### src/rtl/pio_pkg.sv
// shared constants and types for the port instruction unit
package pio_pkg;
  localparam int         PIN_W       = 13;
  localparam logic [7:0] OFS_CMD     = 8'h00;
  localparam logic [7:0] OFS_ACC     = 8'h04;
  localparam logic [7:0] OFS_INDEX   = 8'h08;
  localparam logic [7:0] OFS_STATUS  = 8'h0C;
  localparam logic [7:0] OFS_PORTS   = 8'h10;
  localparam logic [7:0] OFS_PINS    = 8'h14;
  localparam logic [7:0] OFS_CFG     = 8'h18;
  localparam int         ST_SKIP     = 0;
  localparam int         ST_BUSY     = 1;
  localparam int         ST_RANGE    = 2;
  localparam logic [3:0] D_MAX_INDEX = 4'h4;
  localparam logic [3:0] ACC_RST     = 4'h0;
  localparam logic [3:0] INDEX_RST   = 4'h0;
  localparam logic [3:0] CFG_RST     = 4'h0;
  localparam logic [4:0] D_RST       = 5'h00;
  localparam logic [4:0] D_ALL_ONES  = 5'h1F;

  typedef enum logic [4:0] {
    OP_NOP     = 5'b00000,
    OP_IN_N0   = 5'b00001,
    OP_OUT_N0  = 5'b00010,
    OP_IN_N1   = 5'b00011,
    OP_OUT_N1  = 5'b00100,
    OP_IN_P0   = 5'b00101,
    OP_OUT_P0  = 5'b00110,
    OP_IN_P1   = 5'b00111,
    OP_OUT_P1  = 5'b01000,
    OP_D_ALL   = 5'b01001,
    OP_D_CLR   = 5'b01010,
    OP_D_SET   = 5'b01011,
    OP_D_TEST  = 5'b01100,
    OP_C_CLR   = 5'b01101,
    OP_C_SET   = 5'b01110,
    OP_WR_DRV0 = 5'b01111,
    OP_WR_DRV1 = 5'b10000,
    OP_RD_PU0  = 5'b10001,
    OP_WR_PU0  = 5'b10010,
    OP_RD_PU1  = 5'b10011,
    OP_WR_PU1  = 5'b10100,
    OP_RD_PU2  = 5'b10101,
    OP_WR_PU2  = 5'b10110,
    OP_IN_K    = 5'b10111
  } pio_op_t;

  typedef enum logic [0:0] {
    ST_IDLE = 1'b0,
    ST_EXEC = 1'b1
  } pio_state_t;

  typedef struct packed {
    logic       k_input;
    logic [1:0] second_pair_port;
    logic [1:0] first_pair_port;
    logic [3:0] second_nibble_port;
    logic [3:0] first_nibble_port;
  } pio_pins_t;

  typedef struct packed {
    logic       c_port;
    logic [4:0] d_port;
    logic [1:0] second_pair_port;
    logic [1:0] first_pair_port;
    logic [3:0] second_nibble_port;
    logic [3:0] first_nibble_port;
  } pio_outs_t;

  typedef struct packed {
    logic [3:0] pullup_select_third;
    logic [3:0] pullup_select_second;
    logic [3:0] pullup_select_first;
    logic [3:0] drive_type_reg_second;
    logic [3:0] drive_type_reg_first;
  } pio_cfg_t;
endpackage

### src/rtl/pio_port_unit.sv
// port input/output instruction unit with apb command access
//
// The implementer's own choices: the APB register port and the register offsets.
`timescale 1ns/1ps
module pio_port_unit
  import pio_pkg::*;
(
  input  wire logic        clk,
  input  wire logic        rst,
  input  wire logic        psel,
  input  wire logic        penable,
  input  wire logic        pwrite,
  input  wire logic [7:0]  paddr,
  input  wire logic [31:0] pwdata,
  output logic      [31:0] prdata,
  output logic             pready,
  output logic             pslverr,
  input  wire pio_pins_t   pins_in,
  output pio_outs_t        pins_out,
  output pio_cfg_t         cfg_out
);

  logic [PIN_W-1:0] sync1_reg;
  logic [PIN_W-1:0] sync2_reg;
  logic [PIN_W-1:0] sync3_reg;
  pio_pins_t        pins_reg;
  logic [31:0]      prdata_reg;
  logic             pready_reg;
  logic             pslverr_reg;
  logic [31:0]      rdata_next;
  logic             hit_next;
  pio_state_t       state_reg;
  pio_op_t          op_reg;
  logic [3:0]       acc_reg;
  logic [3:0]       index_reg;
  logic             skip_reg;
  logic             range_reg;
  pio_outs_t        outs_reg;
  pio_cfg_t         cfg_reg;
  logic             access;
  logic             done;
  logic             ex;
  logic             in_range;
  logic             d_sel;

  assign prdata   = prdata_reg;
  assign pready   = pready_reg;
  assign pslverr  = pslverr_reg;
  assign pins_out = outs_reg;
  assign cfg_out  = cfg_reg;

  assign access   = psel & penable;
  assign done     = access & pready_reg;
  assign ex       = (state_reg == ST_EXEC) & ~skip_reg;
  assign in_range = (index_reg <= D_MAX_INDEX);
  assign d_sel    = in_range ? outs_reg.d_port[index_reg[2:0]] : 1'b1;

  // pin synchronisers, a change counts once stages two and three agree
  always_ff @(posedge clk or posedge rst) begin
    if (rst) begin
      sync1_reg <= '0;
      sync2_reg <= '0;
      sync3_reg <= '0;
    end else begin
      sync1_reg <= pins_in;
      sync2_reg <= sync1_reg;
      sync3_reg <= sync2_reg;
    end
  end

  for (genvar i = 0; i < PIN_W; i++) begin : g_pin
    always_ff @(posedge clk or posedge rst) begin
      if (rst) begin
        pins_reg[i] <= 1'b0;
      end else if (sync2_reg[i] == sync3_reg[i]) begin
        pins_reg[i] <= sync3_reg[i];
      end
    end
  end

  // apb read decode
  always_comb begin
    rdata_next = '0;
    hit_next   = 1'b1;
    case (paddr)
      OFS_CMD:    rdata_next[4:0] = op_reg;
      OFS_ACC:    rdata_next[3:0] = acc_reg;
      OFS_INDEX:  rdata_next[3:0] = index_reg;
      OFS_STATUS: rdata_next[2:0] = {range_reg, state_reg == ST_EXEC, skip_reg};
      OFS_PORTS:  rdata_next[$bits(pio_outs_t)-1:0] = outs_reg;
      OFS_PINS:   rdata_next[PIN_W-1:0] = pins_reg;
      OFS_CFG:    rdata_next[$bits(pio_cfg_t)-1:0] = cfg_reg;
      default:    hit_next = 1'b0;
    endcase
  end

  // one wait state, then the answer
  always_ff @(posedge clk or posedge rst) begin
    if (rst) begin
      pready_reg  <= 1'b0;
      pslverr_reg <= 1'b0;
      prdata_reg  <= '0;
    end else begin
      pready_reg  <= access & ~pready_reg;
      pslverr_reg <= access & ~pready_reg & ~hit_next;
      prdata_reg  <= (access & ~pready_reg & ~pwrite) ? rdata_next : '0;
    end
  end

  // command capture and execution sequence
  always_ff @(posedge clk or posedge rst) begin
    if (rst) begin
      state_reg <= ST_IDLE;
      op_reg    <= OP_NOP;
    end else begin
      case (state_reg)
        ST_IDLE: begin
          if (done & pwrite & (paddr == OFS_CMD)) begin
            op_reg    <= pio_op_t'(pwdata[4:0]);
            state_reg <= ST_EXEC;
          end
        end
        ST_EXEC: state_reg <= ST_IDLE;
        default: state_reg <= ST_IDLE;
      endcase
    end
  end

  // accumulator
  always_ff @(posedge clk or posedge rst) begin
    if (rst) begin
      acc_reg <= ACC_RST;
    end else if (ex) begin
      case (op_reg)
        OP_IN_N0:  acc_reg <= pins_reg.first_nibble_port;
        OP_IN_N1:  acc_reg <= pins_reg.second_nibble_port;
        OP_IN_P0:  acc_reg <= {2'b00, pins_reg.first_pair_port};
        OP_IN_P1:  acc_reg <= {2'b00, pins_reg.second_pair_port};
        OP_IN_K:   acc_reg <= {3'b000, pins_reg.k_input};
        OP_RD_PU0: acc_reg <= cfg_reg.pullup_select_first;
        OP_RD_PU1: acc_reg <= cfg_reg.pullup_select_second;
        OP_RD_PU2: acc_reg <= cfg_reg.pullup_select_third;
        default:   acc_reg <= acc_reg;
      endcase
    end else if (done & pwrite & (paddr == OFS_ACC)) begin
      acc_reg <= pwdata[3:0];
    end
  end

  // index register
  always_ff @(posedge clk or posedge rst) begin
    if (rst) begin
      index_reg <= INDEX_RST;
    end else if (done & pwrite & (paddr == OFS_INDEX)) begin
      index_reg <= pwdata[3:0];
    end
  end

  // port output latches
  always_ff @(posedge clk or posedge rst) begin
    if (rst) begin
      outs_reg <= '{c_port: 1'b0, d_port: D_RST, default: '0};
    end else if (ex) begin
      case (op_reg)
        OP_OUT_N0: outs_reg.first_nibble_port  <= acc_reg;
        OP_OUT_N1: outs_reg.second_nibble_port <= acc_reg;
        OP_OUT_P0: outs_reg.first_pair_port    <= acc_reg[1:0];
        OP_OUT_P1: outs_reg.second_pair_port   <= acc_reg[1:0];
        OP_D_ALL:  outs_reg.d_port <= D_ALL_ONES;
        OP_D_CLR: begin
          if (in_range) begin
            outs_reg.d_port[index_reg[2:0]] <= 1'b0;
          end
        end
        OP_D_SET: begin
          if (in_range) begin
            outs_reg.d_port[index_reg[2:0]] <= 1'b1;
          end
        end
        OP_C_CLR:  outs_reg.c_port <= 1'b0;
        OP_C_SET:  outs_reg.c_port <= 1'b1;
        default:   outs_reg <= outs_reg;
      endcase
    end
  end

  // drive type and pull-up registers
  always_ff @(posedge clk or posedge rst) begin
    if (rst) begin
      cfg_reg <= '{default: CFG_RST};
    end else if (ex) begin
      case (op_reg)
        OP_WR_DRV0: cfg_reg.drive_type_reg_first  <= acc_reg;
        OP_WR_DRV1: cfg_reg.drive_type_reg_second <= acc_reg;
        OP_WR_PU0:  cfg_reg.pullup_select_first   <= acc_reg;
        OP_WR_PU1:  cfg_reg.pullup_select_second  <= acc_reg;
        OP_WR_PU2:  cfg_reg.pullup_select_third   <= acc_reg;
        default:    cfg_reg <= cfg_reg;
      endcase
    end
  end

  // skip flag, consumed by the next command
  always_ff @(posedge clk or posedge rst) begin
    if (rst) begin
      skip_reg <= 1'b0;
    end else if (state_reg == ST_EXEC) begin
      if (skip_reg) begin
        skip_reg <= 1'b0;
      end else if (op_reg == OP_D_TEST) begin
        skip_reg <= ~d_sel;
      end
    end
  end

  // index range error, sticky; set wins over the write-one clear
  always_ff @(posedge clk or posedge rst) begin
    if (rst) begin
      range_reg <= 1'b0;
    end else if (ex & ~in_range & ((op_reg == OP_D_CLR) | (op_reg == OP_D_SET) |
                                   (op_reg == OP_D_TEST))) begin
      range_reg <= 1'b1;
    end else if (done & pwrite & (paddr == OFS_STATUS) & pwdata[ST_RANGE]) begin
      range_reg <= 1'b0;
    end
  end
endmodule

### config.mk
export PLATFORM = sky130hd
export DESIGN_NAME = pio_port_unit
export DESIGN_NICKNAME = d
export VERILOG_FILES = /design/src/rtl/pio_pkg.sv /design/src/rtl/pio_port_unit.sv
export SDC_FILE = /design/constraint.sdc
export NUM_CORES = 1
export LEC_CHECK = 0
export ABC_AREA = 1
export BUFFER_PORTS_ARGS = -buffer_cell sky130_fd_sc_hd__buf_2
export CELL_PAD_IN_SITES_DETAIL_PLACEMENT = 1
export CELL_PAD_IN_SITES_GLOBAL_PLACEMENT = 1
export CORE_MARGIN = 2
export CORE_UTILIZATION = 40
export CTS_CLUSTER_SIZE = 16
export DETAILED_ROUTE_END_ITERATION = 7
export GPL_TIMING_DRIVEN = 0
export HOLD_SLACK_MARGIN = 0.05
export MAX_ROUTING_LAYER = met4
export PLACE_DENSITY_LB_ADDON = 0.1
export SLEW_MARGIN = 20
export SYNTH_ARGS = -nofsm -noshare
export SYNTH_HDL_FRONTEND = slang
export SYNTH_SLANG_ARGS = --single-unit
### constraint.sdc
create_clock -name clk -period 7.7 [get_ports clk]
set_clock_uncertainty 0.15 [all_clocks]
set_input_delay 0 -clock clk [delete_from_list [all_inputs] [get_ports clk]]
set_output_delay 0 -clock clk [all_outputs]
set_load 0.02 [all_outputs]
==> key figures, run 1 <==
Outcome
  – Run status: finished clean

Routing
  – Avg Vias per Cell: 4.86
  – Routed via count: 4,591
  – DR DRC count: 0
  – Routed WL: 16,200 um
  – Antenna viol nets, final: 0
  – Wirelength per Cell: 17.1 um
  – DR pass1 iterations: 4
  – Initial detailed-routing violation count: 239

Run
  – Max-Cap Viols: 0

Setup path
  – RR Startpoint: pready
  – Crit path cell chain: dlygate4sd3_1 > buf_2 > nor2_1 > dlygate4sd3_1 > nand3_1 > inv_1 > nand2_1 > dlygate4sd3_1 > nor2_1 > dlygate4sd3_1
  – Worst Path Arrival: 3070 ps
  – CP peak stage delay: 620 ps
  – Most used cell along the critical path: dlygate4sd3_1
  – Startpoint Class: input port
  – Worst path required time: 7910 ps
  – Slowest cell on crit path: dlygate4sd3_1
  – Critical path type: input port to flip-flop
  – CP max FO: 3
  – Worst setup EP type: flip-flop
  – Crit path launch: paddr[7]

Floorplan
  – Top-level I/O count: 130
  – Site Rows: 42
  – Die area: 14,400 um2
  – Die Wd: 120 um
  – Die Y: 120 um
  – Starting Density: 0.409
  – Core Area: 13,200 um2

Synth
  – Compound-Gate Fraction of Synth Area: 0.0850
  – Ys Warns: 0
  – Biggest area consumer among synthesized cells: dfrtp_1
  – Largest family of logic cells by synthesized area: simple AND/OR/NAND/NOR gates
  – Simple-gate area share of the yosys netlist: 0.229
  – Yosys cell types: 29
  – Average cell area after synthesis: 9.11 um2
  – Async S/R FF share, synth: 1.00
  – Mux contribution to synthesized area: 0
  – Post-synthesis adder-cell area fraction: 0.0241
  – Ys flop type: dfrtp_1
  – Ranking of synthesized cells by area: dfrtp_1 (59%), nand2_1 (12%), o21ai_0 (5.4%)
  – Share of the synthesized area in the top cell type: 0.594
  – Flops & latches, synth: 128
  – Post-synth EDFFs: 0
  – Sequential fraction of the synthesis area: 0.594
  – Post-Synthesis Cells: 592
  – Mapped cell area: 5390 um2
  – Post-Synth XOR/XNOR Area: 0

Timing
  – Sum Neg Setup Slack: 0 ps
  – Tmin final: 2860 ps
  – RSZ-0062 raised after global routing: no
  – Final hold slack: 71.5 ps
  – Peak Freq: 350 MHz
  – Final setup vio count: 0
  – Tightest Pin Transition: 516 ps
  – Final critical-path share of the clock period: 0.371
  – Slew HR: 0.653
  – Worst setup margin: 4840 ps
  – Hold Vio Cnt, Final: 0
  – Fin. max-slew vios: 0

Finish
  – Most frequent cells in the layout: nand2_1 (174), dfrtp_1 (128), buf_2 (94)
  – Share of cells above drive strength 1: 0.202
  – Fin area: 7150 um2
  – Filler instances: 1,545
  – Finished Core Util: 0.542
  – Leading cell type in the layout, fill and taps excluded: nand2_1
  – Fin nets: 813
  – Layout area overhead: 32.6%
  – N_diodes: 0
  – Final Non-Filler Cells: 944

GRT
  – GRT Residual Overflow: 0
  – Initial antenna violation count: 0
  – Largest net degree at the start of global routing: 76
  – First-pass GRT wire length: 26,000 um
  – Vias in the first global route: 4,810
  – All-layer global routing usage: 0.247

Place
  – Placer Congestion: 0.896
  – Place WS: 5830 ps
  – IO buf count: 89
  – Dpl hpwl: 11,700 um
  – Dpl cell area: 6130 um2
  – Placed Cells: 869

Pwr
  – Leakage: 3.62 nW
  – Overall power: 1.56 mW
  – Peak VDD IR: 0.000140 V
  – Cell Pwr Density: 219 nW/um2

Clock tree
  – Clk Latency, worst-skew pair: 420 ps
  – CTS Buffer Depth: 2
  – Clk sinks: 128
  – Setup fix buffers added after clock tree synthesis: 0
  – CTS root buf: clkbuf_16
  – Post-CTS sizing: 0
  – Htree depth: 4
  – CTS buffer count: 17
  – Clk pin slew, worst setup/hold paths: 60 ps
  – CTS tree: done

Worst hold path
  – Tightest Hold Check Type: input port to flip-flop
  – Min-delay src: pins_in[11]
[path summary, 6_finish.rpt]
| check | end | cells past startpoint | slack [ps] |
|---|---|---|---|
| max | prdata[18] | 10 | 4840 |
| min | sync1_reg[11] | 2 | 70 |
| max reg2reg | index_reg[0] | 6 | 5440 |
| min reg2reg | sync2_reg[4] | 0 | 200 |
| max in group asynchronous | prdata[15] | 5 | 6050 |
| min in group asynchronous | sync3_reg[0] | 4 | 630 |
[power by group]
group          internal [mW]  leakage [nW]  switching, mW
Combinational         0.0313          1.70         0.0373
Clock                  0.503         0.285          0.286
Sequential             0.692          1.64         0.0130
Total                   1.23          3.62          0.336
[final cells by class]
class	count	area, um2	share of cell area
Tap cell	176	220	0.0308
Buffer	21	153	0.0214
Multi-Input combinational cell	398	1870	0.261
Sequential cell	128	3200	0.448
Timing Repair Buffer	133	903	0.126
Clock inverter	8	104	0.0145
Inverter	56	215	0.0301
Clock buffer	24	482	0.0674
[logic make-up after synthesis]
kind of cell | Yosys count
simple gates | 286
flops | 128
compound gates | 87
buf+inv | 77
fa+ha+maj | 13
other cells | 1
[cell usage after synthesis, types with 2 or more instances]
cell type	count
nor2_4	2
nor2_1	49
inv_2	3
dfrtp_1	128
o21ai_0	58
o21ai_1	5
nand3_1	37
nor4_1	2
maj3_1	13
o22ai_1	2
nor3_4	2
nand2_1	174
buf_6	2
nor2_2	3
nand4_1	8
a21oi_1	15
inv_1	53
nor3_1	5
buf_2	5
o211ai_1	4
buf_4	14
[repair_timing]
action,4_1_cts,5_1_grt
hold buffers,43,0
endpoints found under the hold margin,175,0
setup endpoints to repair,0,0
[routing by layer]
metal	vias to the layer above	routed length [um]	GRT usage
met1	2232	7280	0.319
met5	-	0	-
met2	116	7780	0.390
li1	2217	-	-
met3	26	764	0.0452
met4	0	329	0.0904
[critical path, delay by kind of cell]
kind,cells,cell delay [ps]
simple gates,4,490
buf+inv,6,2560
(Power assumes the default switching activity.)
==> run 2, diff against run 1 <==
==> constraint.sdc (replaced) <==
create_clock -name clk -period 2.7 [get_ports clk]
set_clock_uncertainty 0.15 [all_clocks]
set_input_delay 0 -clock clk [delete_from_list [all_inputs] [get_ports clk]]
set_output_delay 0 -clock clk [all_outputs]
set_load 0.02 [all_outputs]
==> run 2 against run 1 <==
  * Die area is the same
  * Register-to-register slack lost 4900 ps
  * Clock power grew to 3.1 times the previous value
  * Clock-buffer cell count shrank 5
  * Critical path depth shrank 1
  * Sequential share of layout area shrank 0.50 points
  * Via count grew 1.4%
  * Utilization grew 0.62 points
  * Flip-flop and latch count is the same
  * Highest routed layer unchanged
==> key figures, run 2 (synthesized netlist as in run 1, its figures left out) <==
Outcome
  – Run status: finished clean

Finish
  – Layout area overhead: 34.1%
  – Share of cells above drive strength 1: 0.214
  – Fin area: 7230 um2
  – N_diodes: 0
  – Fin nets: 813
  – Most frequent cells in the layout: nand2_1 (174), dfrtp_1 (128), buf_2 (94)
  – Leading cell type in the layout, fill and taps excluded: nand2_1

Place
  – IO buf count: 89
  – Placer Congestion: 0.881
  – Dpl cell area: 6180 um2
  – Dpl hpwl: 11,500 um

GRT
  – First-pass GRT wire length: 25,800 um
  – Largest net degree at the start of global routing: 36
  – Vias in the first global route: 4,874
  – GRT Residual Overflow: 0
  – All-layer global routing usage: 0.246
  – Initial antenna violation count: 0

Floorplan
  – Starting Density: 0.409
  – Site Rows: 42
  – Die Y: 120 um
  – Die Wd: 120 um
  – Die area: 14,400 um2
  – Core Area: 13,200 um2
  – Top-level I/O count: 130

Timing
  – Peak Freq: 397 MHz
  – Tightest Pin Transition: 537 ps
  – Final hold slack: 66.3 ps
  – Slew HR: 0.639
  – Fin. max-slew vios: 0
  – Final setup vio count: 0
  – Tmin final: 2520 ps
  – RSZ-0062 raised after global routing: no
  – Sum Neg Setup Slack: 0 ps
  – Final critical-path share of the clock period: 0.933
  – Hold Vio Cnt, Final: 0

Routing
  – Antenna viol nets, final: 0
  – Wirelength per Cell: 16.9 um
  – DR DRC count: 0
  – Routed WL: 16,000 um
  – Initial detailed-routing violation count: 248
  – DR pass1 iterations: 5
  – Avg Vias per Cell: 4.93
  – Routed via count: 4,653

Setup path
  – Worst Path Arrival: 2720 ps
  – Worst path required time: 2900 ps
  – Reg2Reg Depth: 6
  – CP max FO: 6
  – Critical path type: input port to flip-flop
  – Worst setup EP type: flip-flop
  – Startpoint Class: input port

Worst hold path
  – Hold Path Depth: 2
  – Tightest Hold Check Type: input port to flip-flop

Pwr
  – Overall power: 4.65 mW
  – Leakage: 3.66 nW
  – Cell Pwr Density: 644 nW/um2
  – Peak VDD IR: 0.000619 V

Clock tree
  – Setup fix buffers added after clock tree synthesis: 0
  – Clk Latency, worst-skew pair: 420 ps
  – CTS tree: done
  – Clk pin slew, worst setup/hold paths: 60 ps
  – Clk sinks: 128
  – CTS buffer count: 17
  – Htree depth: 4
  – CTS root buf: clkbuf_16
  – CTS Buffer Depth: 2

Run
  – Max-Cap Viols: 0
-- run 2: layer usage --
layer | wire (um) | global-route usage | part of all wire | vias to the layer above
li1 | - | - | - | 2222
met1 | 7060 | 0.310 | 0.44 | 2297
met2 | 7930 | 0.398 | 0.50 | 112
met3 | 667 | 0.0471 | 0.042 | 22
met4 | 345 | 0.0912 | 0.022 | 0
met5 | 0 | - | 0 | -
-- run 2: power breakdown --
part	internal, mW	total (mW)	switching, mW
registers	1.97	2.01	0.0393
logic	0.0947	0.201	0.107
clock network	1.59	2.44	0.848
-- run 2: worst paths after layout --
path	start	endpoint	slack (ps)
max	paddr[6]	state_reg	180
max in group asynchronous	rst	prdata[13]	1200
min in group asynchronous	rst	acc_reg[3]	510
min reg2reg	sync1_reg[10]	sync2_reg[10]	200
min	pins_in[4]	sync1_reg[4]	70
max reg2reg	pready	index_reg[0]	540
-- run 2: layout make-up --
class | instances | area, um2
Timing Repair Buffer | 133 | 926
Buffer | 21 | 153
Clock inverter | 13 | 185
Multi-Input combinational cell | 398 | 1870
Clock buffer | 19 | 453
Inverter | 56 | 214
Sequential cell | 128 | 3200
Fill cell | 1564 | 5960
Tap cell | 176 | 220
-- run 2: metrics by stage --
step           setup WS (ps)  utilization  std cells
6_report                 180        0.548        944
2_1_floorplan            969            -        603
5_1_grt                 17.6        0.548        944
3_3_place_gp             169        0.463        868
3_5_place_dp             836        0.469        872
4_1_cts                  177        0.547        944
-- run 2: what timing repair did --
item / 4_1_cts / 5_1_grt
endpoints found under the hold margin: 176 / 0
resized for setup: 0 / 2
endpoints found under the setup margin: 0 / 3
hold buffers: 40 / 0
-- run 2: worst max-delay path, cell delays in order --
cell	delay [ps]
dlygate4sd3_1	540
buf_2	120
nor2_1	90
dlygate4sd3_1	570
nand3_1	180
nor2_2	310
inv_2	130
nor4_1	190
dlygate4sd3_1	580
==> run 3, diff against run 2 <==
==> constraint.sdc (replaced) <==
create_clock -name clk -period 3.15 [get_ports clk]
set_clock_uncertainty 0.15 [all_clocks]
set_input_delay 0 -clock clk [delete_from_list [all_inputs] [get_ports clk]]
set_output_delay 0 -clock clk [all_outputs]
set_load 0.02 [all_outputs]
==> run 3 against run 2 <==
  * Sequential power decreased by 14%
  * Clock-buffer cell count unchanged
  * Wire length increased by 0.29%
  * Largest cell class unchanged
  * Highest routed layer unchanged
  * Critical endpoint is now prdata[19]
==> key figures, run 3 (synthesized netlist as in run 1, its figures left out) <==
Pwr
  – Sw Ratio: 0.214
  – Cell Pwr Density: 552 nW/um2
  – Sequential share of power: 0.432
  – Leakage: 3.66 nW
  – Net switching power: 0.851 mW
  – Overall power: 3.99 mW
  – Gate power share: 0.043
  – Int Pwr: 3.14 mW
  – Peak VDD IR: 0.000532 V
  – Clock Power Share: 0.525

GRT
  – Vias in the first global route: 4,884
  – Largest net degree at the start of global routing: 36
  – Initial antenna violation count: 0
  – All-layer global routing usage: 0.247
  – First-pass GRT wire length: 25,800 um
  – GRT Residual Overflow: 0

Timing
  – Tightest Pin Transition: 544 ps
  – Final setup vio count: 0
  – Slew HR: 0.635
  – Tmin final: 2740 ps
  – Worst setup margin: 405 ps
  – Final critical-path share of the clock period: 0.871
  – Fin. max-slew vios: 0
  – Hold Vio Cnt, Final: 0
  – RSZ-0062 raised after global routing: no
  – Final hold slack: 65.3 ps
  – Peak Freq: 364 MHz
  – Sum Neg Setup Slack: 0 ps

Routing
  – Max Used Layer: met4
  – Post-route met1 wirelength: 7030 um
  – Met3 WL: 731 um
  – Routed WL: 16,000 um
  – Antenna viol nets, final: 0
  – DR pass1 iterations: 4
  – Wirelength per Cell: 17.0 um
  – Routed via count: 4,664
  – DR DRC count: 0
  – Avg Vias per Cell: 4.94
  – Initial detailed-routing violation count: 258
  – Met2 routed WL: 7930 um

Setup path
  – Startpoint Class: input port
  – Cell family with most CP delay: buffers and inverters
  – Slowest cell on crit path: dlygate4sd3_1
  – Worst setup EP type: flip-flop
  – Most used cell along the critical path: dlygate4sd3_1
  – Worst path required time: 3360 ps
  – Worst Path Arrival: 2950 ps
  – CP max FO: 3
  – Worst path buffer plus inverter count: 6
  – CP peak stage delay: 610 ps
  – Critical path type: input port to flip-flop
  – R2R setup slack: 880 ps
  – Crit path cell chain: dlygate4sd3_1 > buf_2 > nor2_1 > dlygate4sd3_1 > nand3_1 > inv_1 > nand2_1 > dlygate4sd3_1 > nor2_1 > dlygate4sd3_1

Clock tree
  – Post-CTS sizing: 0
  – Clk Latency, worst-skew pair: 420 ps
  – CTS root buf: clkbuf_16
  – Htree depth: 4
  – CTS tree: done
  – CTS buffer count: 17
  – Clk sinks: 128
  – CTS Buffer Depth: 2
  – Clk pin slew, worst setup/hold paths: 60 ps

Run
  – Max-Cap Viols: 0

Finish
  – Fin area: 7230 um2
  – Final Non-Filler Cells: 945
  – Most frequent cells in the layout: nand2_1 (174), dfrtp_1 (128), buf_2 (94)
  – Share of cells above drive strength 1: 0.211
  – N_diodes: 0
  – Filler instances: 1,566
  – Finished Core Util: 0.548
  – Register Area: 3200 um2
  – Fin nets: 814
  – Footprint of the multi-input gates: 1870 um2
  – Layout area overhead: 34.1%
  – Leading cell type in the layout, fill and taps excluded: nand2_1

Place
  – Dpl cell area: 6180 um2
  – IO buf count: 89
  – Dpl hpwl: 11,500 um
  – Placer Congestion: 0.881
  – Placed Cells: 872
  – Place WS: 1290 ps

Floorplan
  – Top-level I/O count: 130
  – Die Wd: 120 um
  – Core Area: 13,200 um2
  – Starting Density: 0.409
  – Die area: 14,400 um2
  – Site Rows: 42
  – Die Y: 120 um

Outcome
  – Run status: finished clean

Worst hold path
  – Tightest Hold Check Type: input port to flip-flop
run 3: cell count changes in the layout (fill, tap and decap cells not counted), sizes merged:
cell and change:
dlygate4sd3 +1
run 3: routing by layer:
metal | track usage | vias to the layer above
met2 | 0.399 | 129
li1 | - | 2226
met5 | - | -
met4 | 0.0912 | 0
met1 | 0.310 | 2289
met3 | 0.0471 | 20
run 3: final cells by class:
class	instances	share of cell area
plain buffers	21	0.0211
clock inverters	13	0.0256
flip-flops and latches	128	0.443
repair buffers	134	0.129
multi-input cells	398	0.258
well taps	176	0.0305
inverters	56	0.0296
clock buffers	19	0.0627
run 3: worst paths after layout:
kind / startpoint / to / cells past startpoint
setup / recovery: paddr[6] / prdata[19] / 10
hold / removal: pins_in[4] / sync1_reg[4] / 2
setup reg to reg: pready / index_reg[0] / 6
hold reg to reg: sync1_reg[10] / sync2_reg[10] / 0
max in group asynchronous: rst / prdata[13] / 6
min in group asynchronous: rst / acc_reg[1] / 4
run 3: timing repair:
action,4_1_cts,5_1_grt
hold buffers,41,0
setup buffers,0,0
setup endpoints to repair,0,0
endpoints found under the hold margin,176,0
run 3: worst reg2reg max path, stage by stage (launching register included):
cell and delay [ps]:
dfrtp_1 450, nand2_1 110, nor2_1 330, nand3_1 310, nand2_1 150, o21ai_0 90
dlygate4sd3_1 560
run 3: power by group through the flow:
stage	Combinational, mW	Sequential, mW	Clock, mW
floorplan	0.0854	1.74	0
global placement	0.125	1.75	0
detailed placement	0.141	1.75	0
CTS	0.174	1.72	2.13
global route	0.192	1.73	2.21
finish	0.173	1.72	2.09
